**config.mk**
```make
export PLATFORM = sky130hd
export DESIGN_NAME = pms_mode_ctrl
export DESIGN_NICKNAME = d
export VERILOG_FILES = /design/src/pkg/pms_pkg.sv /design/src/hdl/pms_mode_ctrl.sv
export VERILOG_INCLUDE_DIRS = /design/src /design/src/pkg
export SDC_FILE = /design/constraint.sdc
export NUM_CORES = 1
export LEC_CHECK = 0
export BUFFER_PORTS_ARGS = -buffer_cell sky130_fd_sc_hd__buf_4
export CAP_MARGIN = 20
export CORE_MARGIN = 5
export CORE_UTILIZATION = 31
export DETAILED_ROUTE_END_ITERATION = 7
export PLACE_DENSITY = 0.64
export SYNTH_ARGS = -nofsm -noshare
export SYNTH_HDL_FRONTEND = slang
export SYNTH_SLANG_ARGS = --single-unit
export TNS_END_PERCENT = 10
```
**constraint.sdc**
```tcl
create_clock -name clk -period 2.1 [get_ports clk]
set_clock_uncertainty 0.05 [all_clocks]
set_input_delay 0.315 -clock clk [delete_from_list [all_inputs] [get_ports clk]]
set_output_delay 0.315 -clock clk [all_outputs]
set_load 0.01 [all_outputs]
```
**src/pkg/pms_cfg.svh**
```systemverilog
`ifndef PMS_CFG_SVH
`define PMS_CFG_SVH

// Register field positions
`define PMS_VPP_HI 15
`define PMS_VPP_LO 7
`define PMS_ROM_SEL_BIT 6
`define PMS_OVERLAY_BIT 5
`define PMS_VISIBLE_BIT 4
`define PMS_DATA_ROM_BIT 3
`define PMS_CLK_DISABLE_BIT 2
`define PMS_MUL_SAT_BIT 1
`define PMS_STORE_SAT_BIT 0

// Reset values
`define PMS_VPP_RESET 9'h1ff
`define PMS_RESET_VECTOR 16'hff80

// Address map constants
`define PMS_PAGE0_LAST 16'h007f
`define PMS_DUAL_RAM_FIRST 16'h0080
`define PMS_DUAL_RAM_LAST 16'h9fff
`define PMS_LOWER_HALF_LAST 16'h7fff
`define PMS_ROM_FIRST 16'hc000
`define PMS_DATA_ROM_FIRST 16'hf000

// Saturation limits, 40-bit accumulator and 32-bit product
`define PMS_POS_MAX32 32'h7fffffff
`define PMS_NEG_MIN32 32'h80000000
`define PMS_ACC_SIGN_BIT 39
`define PMS_STORE_SIGN_BIT 15
`define PMS_STORE_MAX 16'h7fff
`define PMS_STORE_MIN 16'h8000

`endif

```
**src/pkg/pms_pkg.sv**
```systemverilog
package pms_pkg;

    // Decoded control fields of the mode register
    typedef struct packed {
        logic [8:0] vector_page_pointer;
        logic rom_map_select;
        logic ram_overlay_enable;
        logic address_visibility_enable;
        logic rom_in_data_enable;
        logic clock_output_disable;
        logic multiply_saturate_enable;
        logic store_saturate_enable;
    } pms_mode_t;

    // Where an access lands
    typedef enum logic [1:0] {
        PMS_TGT_EXTERNAL = 2'b00,
        PMS_TGT_ROM = 2'b01,
        PMS_TGT_RAM = 2'b10
    } pms_target_t;

    // Reset sequencing for the strap capture
    typedef enum logic [1:0] {
        PMS_ST_RESET = 2'b00,
        PMS_ST_CAPTURE = 2'b01,
        PMS_ST_RUN = 2'b10
    } pms_state_t;

endpackage

```
**src/hdl/pms_mode_ctrl.sv**
```systemverilog
`timescale 1ns/1ps
`include "pms_cfg.svh"
module pms_mode_ctrl
    import pms_pkg::*;
#(
    parameter int PAGE_BITS = 7
) (
    input wire logic clk,
    input wire logic rst_n,
    input wire logic mode_pin,
    input wire logic soft_reset,
    input wire logic reg_wr,
    input wire logic [15:0] reg_wdata,
    output logic [15:0] reg_rdata,
    input wire logic [PAGE_BITS-1:0] prog_page,
    input wire logic [15:0] prog_addr,
    input wire logic prog_fetch,
    input wire logic [6:0] vector_num,
    output logic [15:0] vector_addr,
    output logic [15:0] boot_addr,
    output pms_target_t prog_target,
    input wire logic [15:0] data_addr,
    output pms_target_t data_target,
    input wire logic [15:0] ext_addr_in,
    input wire logic ext_addr_valid,
    output logic [15:0] ext_addr_pins,
    input wire logic core_clock,
    output logic clock_output_pin,
    input wire logic overflow_saturate_mode,
    input wire logic fractional_multiply_mode,
    input wire logic [31:0] product_in,
    output logic [31:0] product_out,
    input wire logic [39:0] acc_shifted,
    output logic [15:0] store_data,
    output logic ready
);

    //**********************************************************
    // Mode register and reset sequencing
    //**********************************************************
    // Separate flop groups for pointer, ROM select and the remaining fields, so each field has exactly one writer
    logic [`PMS_VPP_HI-`PMS_VPP_LO:0] vector_page_pointer;
    logic rom_map_select;
    logic ram_overlay_enable;
    logic address_visibility_enable;
    logic rom_in_data_enable;
    logic clock_output_disable;
    logic multiply_saturate_enable;
    logic store_saturate_enable;
    pms_mode_t mode;
    pms_state_t state;
    pms_state_t next_state;

    // Strap is caught by a clocked step after release, never by the async reset
    always_comb begin
        next_state = state;
        case (state)
            PMS_ST_RESET: begin
                next_state = PMS_ST_CAPTURE;
            end
            PMS_ST_CAPTURE: begin
                next_state = PMS_ST_RUN;
            end
            PMS_ST_RUN: begin
                next_state = PMS_ST_RUN;
            end
            default: begin
                next_state = PMS_ST_RESET;
            end
        endcase
    end

    // State register
    always_ff @(posedge clk or negedge rst_n) begin
        if (!rst_n) begin
            state <= PMS_ST_RESET;
        end else begin
            state <= next_state;
        end
    end

    // Vector page pointer: only hardware reset restores it
    always_ff @(posedge clk or negedge rst_n) begin
        if (!rst_n) begin
            vector_page_pointer <= `PMS_VPP_RESET;
        end else if (reg_wr && state == PMS_ST_RUN) begin
            vector_page_pointer <= reg_wdata[`PMS_VPP_HI:`PMS_VPP_LO];
        end
        // soft_reset deliberately has no effect here
    end

    // ROM map select: strap sampled once, then software owned
    always_ff @(posedge clk or negedge rst_n) begin
        if (!rst_n) begin
            rom_map_select <= 1'b0;
        end else if (state == PMS_ST_CAPTURE) begin
            rom_map_select <= mode_pin;
        end else if (reg_wr && state == PMS_ST_RUN) begin
            rom_map_select <= reg_wdata[`PMS_ROM_SEL_BIT];
        end
    end

    // Remaining fields reset to zero; software reset is a full-register no-op
    always_ff @(posedge clk or negedge rst_n) begin
        if (!rst_n) begin
            ram_overlay_enable <= 1'b0;
            address_visibility_enable <= 1'b0;
            rom_in_data_enable <= 1'b0;
            clock_output_disable <= 1'b0;
            multiply_saturate_enable <= 1'b0;
            store_saturate_enable <= 1'b0;
        end else if (reg_wr && state == PMS_ST_RUN) begin
            ram_overlay_enable <= reg_wdata[`PMS_OVERLAY_BIT];
            address_visibility_enable <= reg_wdata[`PMS_VISIBLE_BIT];
            rom_in_data_enable <= reg_wdata[`PMS_DATA_ROM_BIT];
            clock_output_disable <= reg_wdata[`PMS_CLK_DISABLE_BIT];
            multiply_saturate_enable <= reg_wdata[`PMS_MUL_SAT_BIT];
            store_saturate_enable <= reg_wdata[`PMS_STORE_SAT_BIT];
        end
    end

    // Packed view in register bit order, shared by read port and decoders
    assign mode = {
        vector_page_pointer,
        rom_map_select,
        ram_overlay_enable,
        address_visibility_enable,
        rom_in_data_enable,
        clock_output_disable,
        multiply_saturate_enable,
        store_saturate_enable
    };

    // Read port shows the live register
    assign reg_rdata = mode;
    // Writes before the strap is captured would be overwritten, so hold off
    assign ready = (state == PMS_ST_RUN);

    //**********************************************************
    // Vector and boot addressing
    //**********************************************************
    // Vector address is page base plus one word per vector
    always_ff @(posedge clk or negedge rst_n) begin
        if (!rst_n) begin
            vector_addr <= `PMS_RESET_VECTOR;
        end else begin
            vector_addr <= {mode.vector_page_pointer, vector_num};
        end
    end

    // Reset always fetches from FF80h, in ROM when the strap was low
    always_ff @(posedge clk or negedge rst_n) begin
        if (!rst_n) begin
            boot_addr <= `PMS_RESET_VECTOR;
        end else begin
            boot_addr <= `PMS_RESET_VECTOR;
        end
    end

    //**********************************************************
    // Program and data space decode
    //**********************************************************
    logic prog_low_half;
    logic prog_in_ram;
    logic prog_in_rom;

    // Lower 32K of any page holds overlay RAM, outside page 0 data area
    assign prog_low_half = (prog_addr <= `PMS_LOWER_HALF_LAST);
    assign prog_in_ram = mode.ram_overlay_enable && prog_low_half
        && (prog_addr >= `PMS_DUAL_RAM_FIRST)
        && (prog_addr <= `PMS_DUAL_RAM_LAST);
    // ROM only on page zero upper area; ROM beyond page zero left external here
    assign prog_in_rom = !mode.rom_map_select && (prog_page == '0)
        && (prog_addr >= `PMS_ROM_FIRST);

    always_ff @(posedge clk or negedge rst_n) begin
        if (!rst_n) begin
            prog_target <= PMS_TGT_EXTERNAL;
        end else if (prog_in_ram) begin
            prog_target <= PMS_TGT_RAM;
        end else if (prog_in_rom) begin
            prog_target <= PMS_TGT_ROM;
        end else begin
            prog_target <= PMS_TGT_EXTERNAL;
        end
    end

    logic data_in_ram;
    logic data_in_rom;

    // Dual-access RAM answers in data space whatever the overlay bit says
    assign data_in_ram = (data_addr >= `PMS_DUAL_RAM_FIRST)
        && (data_addr <= `PMS_DUAL_RAM_LAST);
    // Window start is a local choice; only the cleared case is pinned down
    assign data_in_rom = mode.rom_in_data_enable && (data_addr >= `PMS_DATA_ROM_FIRST);

    // Data space: RAM always, ROM window only with ROM-in-data set
    always_ff @(posedge clk or negedge rst_n) begin
        if (!rst_n) begin
            data_target <= PMS_TGT_EXTERNAL;
        end else if (data_in_ram) begin
            data_target <= PMS_TGT_RAM;
        end else if (data_in_rom) begin
            data_target <= PMS_TGT_ROM;
        end else begin
            data_target <= PMS_TGT_EXTERNAL;
        end
    end

    //**********************************************************
    // External address pins
    //**********************************************************
    // Hold last external address unless tracing internal fetches
    always_ff @(posedge clk or negedge rst_n) begin
        if (!rst_n) begin
            ext_addr_pins <= 16'h0000;
        end else if (ext_addr_valid) begin
            // A real external cycle always owns the pins
            ext_addr_pins <= ext_addr_in;
        end else if (mode.address_visibility_enable && prog_fetch) begin
            ext_addr_pins <= prog_addr;
        end
        // Otherwise hold
    end

    //**********************************************************
    // Clock output pin
    //**********************************************************
    // Registered to keep the pin glitch free; costs one cycle of delay
    always_ff @(posedge clk or negedge rst_n) begin
        if (!rst_n) begin
            clock_output_pin <= 1'b1;
        end else if (mode.clock_output_disable) begin
            clock_output_pin <= 1'b1;
        end else begin
            // Tracks the core clock one cycle late
            clock_output_pin <= core_clock;
        end
    end

    //**********************************************************
    // Saturation datapaths
    //**********************************************************
    logic product_sat_on;
    logic product_ovf;
    logic store_hi;
    logic store_lo;

    assign product_sat_on = mode.multiply_saturate_enable
        && overflow_saturate_mode && fractional_multiply_mode;
    // Fractional 8000h x 8000h is the only overflowing product
    assign product_ovf = (product_in == `PMS_NEG_MIN32);

    // Registered so the product meets the accumulator in the next cycle
    always_ff @(posedge clk or negedge rst_n) begin
        if (!rst_n) begin
            product_out <= 32'h00000000;
        end else if (product_sat_on && product_ovf) begin
            product_out <= `PMS_POS_MAX32;
        end else begin
            product_out <= product_in;
        end
    end

    logic acc_sign;
    logic [`PMS_ACC_SIGN_BIT-`PMS_STORE_SIGN_BIT-1:0] acc_guard;

    // Sign bit and the guard bits down to the stored word's sign
    assign acc_sign = acc_shifted[`PMS_ACC_SIGN_BIT];
    assign acc_guard = acc_shifted[`PMS_ACC_SIGN_BIT-1:`PMS_STORE_SIGN_BIT];
    // Input is already shifted, so clamping follows the shift
    assign store_hi = !acc_sign && (acc_guard != '0);
    assign store_lo = acc_sign && (acc_guard != '1);

    // Clamp only with store saturation on; otherwise pass the low word
    always_ff @(posedge clk or negedge rst_n) begin
        if (!rst_n) begin
            store_data <= 16'h0000;
        end else if (mode.store_saturate_enable && store_hi) begin
            store_data <= `PMS_STORE_MAX;
        end else if (mode.store_saturate_enable && store_lo) begin
            store_data <= `PMS_STORE_MIN;
        end else begin
            store_data <= acc_shifted[`PMS_STORE_SIGN_BIT:0];
        end
    end

endmodule

```
==> out/qor.csv <==
stage,metric,value,unit
outcome,outcome,"finished, final reports clean",
clocking,cts_max_level,3,
clocking,path_clk_slew,0.07,ns
yosys,netlist_instances,323,
flow_run,max_cap_violations,0,
grt,antenna_found_initial,0,
setup_path,required,2.28,ns
yosys,ys_seq_elements,103,
yosys,avgSynthCellArea,12.84,um^2
sta,relSlewSlack,56.17,%
clocking,numCtsBuffers,9,
die,die_area,15790,um^2
route,vias_per_cell,4.549,
setup_path,end_kind,flop,
yosys,yosys_warnings,0,
die,die_h,125.7,um
setup_path,cp-startpoint,state[0],
sta,period_needed,1.653,ns
finish,seqCellArea,2601,um^2
setup_path,crit_path_start_kind,flop,
die,rows,42,
clocking,cts_sinks,103,
power_and_ir_drop,combPwrFrac,17.8,%
yosys,yosysMostFrequentCell,dfrtp_1,
setup_path,r2r_end,rom_in_data_enable,
power_and_ir_drop,vdd_drop_max,0.0003153,V
power_and_ir_drop,p_sw,0.001195,W
finish,final_cell_count_no_fill,756,
yosys,ys.flop_type,dfrtp_1,
yosys,async_reset_ff_share,100.0,%
grt,grt_pass1_wl,18660,um
route,drtAntennaViolNets,0,
setup_path,reg2reg_depth,5,
setup_path,r2r_setup_slack,0.45,ns
sta,hold_violations,0,
place,routabilityCongestion,0.8508,
route,drcViolationCount,0,
die,core-area,13190,um^2
grt,grt_pass1_vias,3634,
finish,fillers,1209,
yosys,synth_edf_count,0,
route,vias,3439,
place,place_hpwl,9338,um
grt,grt-ovfl-total,0,
worst_hold_path,hold-path-endpoint,vector_addr[3],
finish,n_antenna_cell,0,
clocking,clk_latency,0.34,ns
clocking,clockBufferDepth,2,
die,num_io_pins,278,
die,die_w,125.7,um
sta,max_freq,0.6050,GHz
place,port_buffers,253,
sta,setup_viol,0,
clocking,cts_tree,built,
setup_path,cp.arrival,1.83,ns
grt,grt_usage,14.77,%
route,drt_pass1_iterations,4,
yosys,ys_seq_area_share,62.71,%
yosys,synth_top_area_share,50.68,%
power_and_ir_drop,p_leak,3.270,nW
power_and_ir_drop,switching_share,24.60,%
sta,post-route-period-util,78.71,%
clocking,root_buffer,clkbuf_16,
sta,setup_slack,0.4471,ns
power_and_ir_drop,power_frac_seq,46.0,%
yosys,ys_types,33,
worst_hold_path,hold_start,vector_num[3],
route,first_iter_violations,153,
route,wl_per_cell,15.75,um
yosys,synthTopCellsByCount,"dfrtp_1, or2_2, buf_4, nand2_1, dfstp_2",
grt,grt_max_degree,96,
yosys,synth_area_leaders,"dfrtp_1, dfstp_2, or2_2",
place,place_area,6175,um^2
setup_path,crit_fanout,12,
setup_path,cpLargestDelayFamily,flip-flops,
setup_path,path_cells,inv_1 > ha_1 > nand2_1 > buf_4 > mux2_2,
place,post-place-cells,739,
finish,layout-drive-gt1-share,61.55,%
finish,final_area,6511,um^2
finish,syn2layout_area_growth,56.98,%
setup_path,crit_buf_inv,2,
sta,drv_slew,0,
worst_hold_path,min_path_type,in2reg,
worst_hold_path,hold_depth,1,
finish,post-route-util,49.36,%
sta,fin_setup_tns,0,ns
route,drt_wl_total,11910,um
setup_path,crit_path_top_delay_cell,dfrtp_1,
finish,multiInputGateArea,1374,um^2
sta,rsz0062_at_grt,false,
place,place_ws,0.2104,ns
sta,tightest_slew,0.6544,ns
power_and_ir_drop,clockPowerShare,36.2,%
yosys,syn_area,4148,um^2
yosys,synth_top_area_cell,dfrtp_1,
setup_path,timing_worst_setup_path_type,reg2reg,
power_and_ir_drop,power_density,746.1,nW/um^2
finish,fin_nets,738,
power_and_ir_drop,p_int,0.003663,W
setup_path,worstReg2RegStart,state[0],
die,start_util,31.45,%
setup_path,slowest_delay,0.35,ns
-- repair_timing --
item                                   4_1_cts  5_1_grt
buffers inserted                             0        0
endpoints found under the hold margin        8        0
hold buffers                                 1        0
gates resized for setup                      0        0
-- placed cells by master (no fill, tap or decap), types with 15 or more instances in the layout --
| cell type | synthesis | routed |
|---|---|---|
| o21ai_0 | 18 | 18 |
| or2_2 | 28 | 28 |
| a211o_2 | 15 | 15 |
| nor4_1 | 15 | 15 |
| dfstp_2 | 19 | 19 |
| buf_4 | 23 | 260 |
| nand2_1 | 21 | 21 |
| mux2i_1 | 17 | 17 |
| mux2_2 | 15 | 15 |
| conb_1 | 2 | 16 |
| a21boi_0 | 15 | 15 |
| dfrtp_1 | 84 | 84 |
-- power by group through the flow --
stage	clock network, W	registers, W	logic [W]
floorplan	0	0.00234	0.000255
global placement	0	0.00227	0.000866
detailed placement	0	0.00227	0.000879
CTS	0.00183	0.00224	0.000881
global route	0.00190	0.00225	0.000943
finish	0.00176	0.00223	0.000865
-- cell type report --
cell class,instances,share of cell area [%]
multi-input cells,197,21.10
clock inverters,4,0.5765
repair buffers,262,30.44
well taps,176,3.382
clock buffers,12,4.439
inverters,2,0.1153
flip-flops and latches,103,39.95
-- state kept, by name, indices dropped and copies added (netlist names) --
| register | flops |
|---|---|
| store_saturate_enable | 1 |
| state | 2 |
| vector_addr | 16 |
| address_visibility_enable | 1 |
| product_out | 32 |
| ext_addr_pins | 16 |
| clock_output_pin | 1 |
| prog_target | 2 |
| vector_page_pointer | 9 |
| multiply_saturate_enable | 1 |
| ram_overlay_enable | 1 |
| rom_map_select | 1 |
| store_data | 16 |
| clock_output_disable | 1 |
| data_target | 2 |
| rom_in_data_enable | 1 |
-- layer usage --
| metal | vias to the layer above | GRT usage, % | part of all wire (%) |
|---|---|---|---|
| met5 | - | 0 | 0 |
| met4 | 0 | 5.485 | 2.0 |
| met3 | 19 | 5.292 | 9.7 |
| met2 | 172 | 25.49 | 50 |
| met1 | 1652 | 16.84 | 38 |
| li1 | 1596 | - | - |
-- cells by family after synthesis --
kind of cell | count (synthesis) | synth area share, %
other | 2 | 0.1811
buffers and inverters | 37 | 5.641
adders and majority gates | 3 | 0.9051
muxes | 32 | 8.175
AOI/OAI and AO/OA | 52 | 9.171
and+or+nand+nor | 94 | 13.21
DFF | 103 | 62.72
-- how the worst max path moves through the flow --
stage	end	slack (ns)	depth (start not counted)
after detailed placement	store_data[12]	0.21	6
after floorplan	address_visibility_enable	0.38	5
final	rom_in_data_enable	0.45	5
after global placement	store_data[8]	0.24	6
after CTS	rom_in_data_enable	0.38	5
after global routing	rom_in_data_enable	0.35	5
-- per-stage QoR --
| step | total power (W) | hold WS (ns) |
|---|---|---|
| floorplan | 0.002594 | -0.03059 |
| global placement | 0.003132 | 0.09445 |
| detailed placement | 0.003153 | 0.09703 |
| CTS | 0.004949 | 0.004245 |
| global route | 0.005097 | 0.002357 |
| finish | 0.004858 | 0.02590 |
No activity file was read; power rests on OpenSTA's default activity.
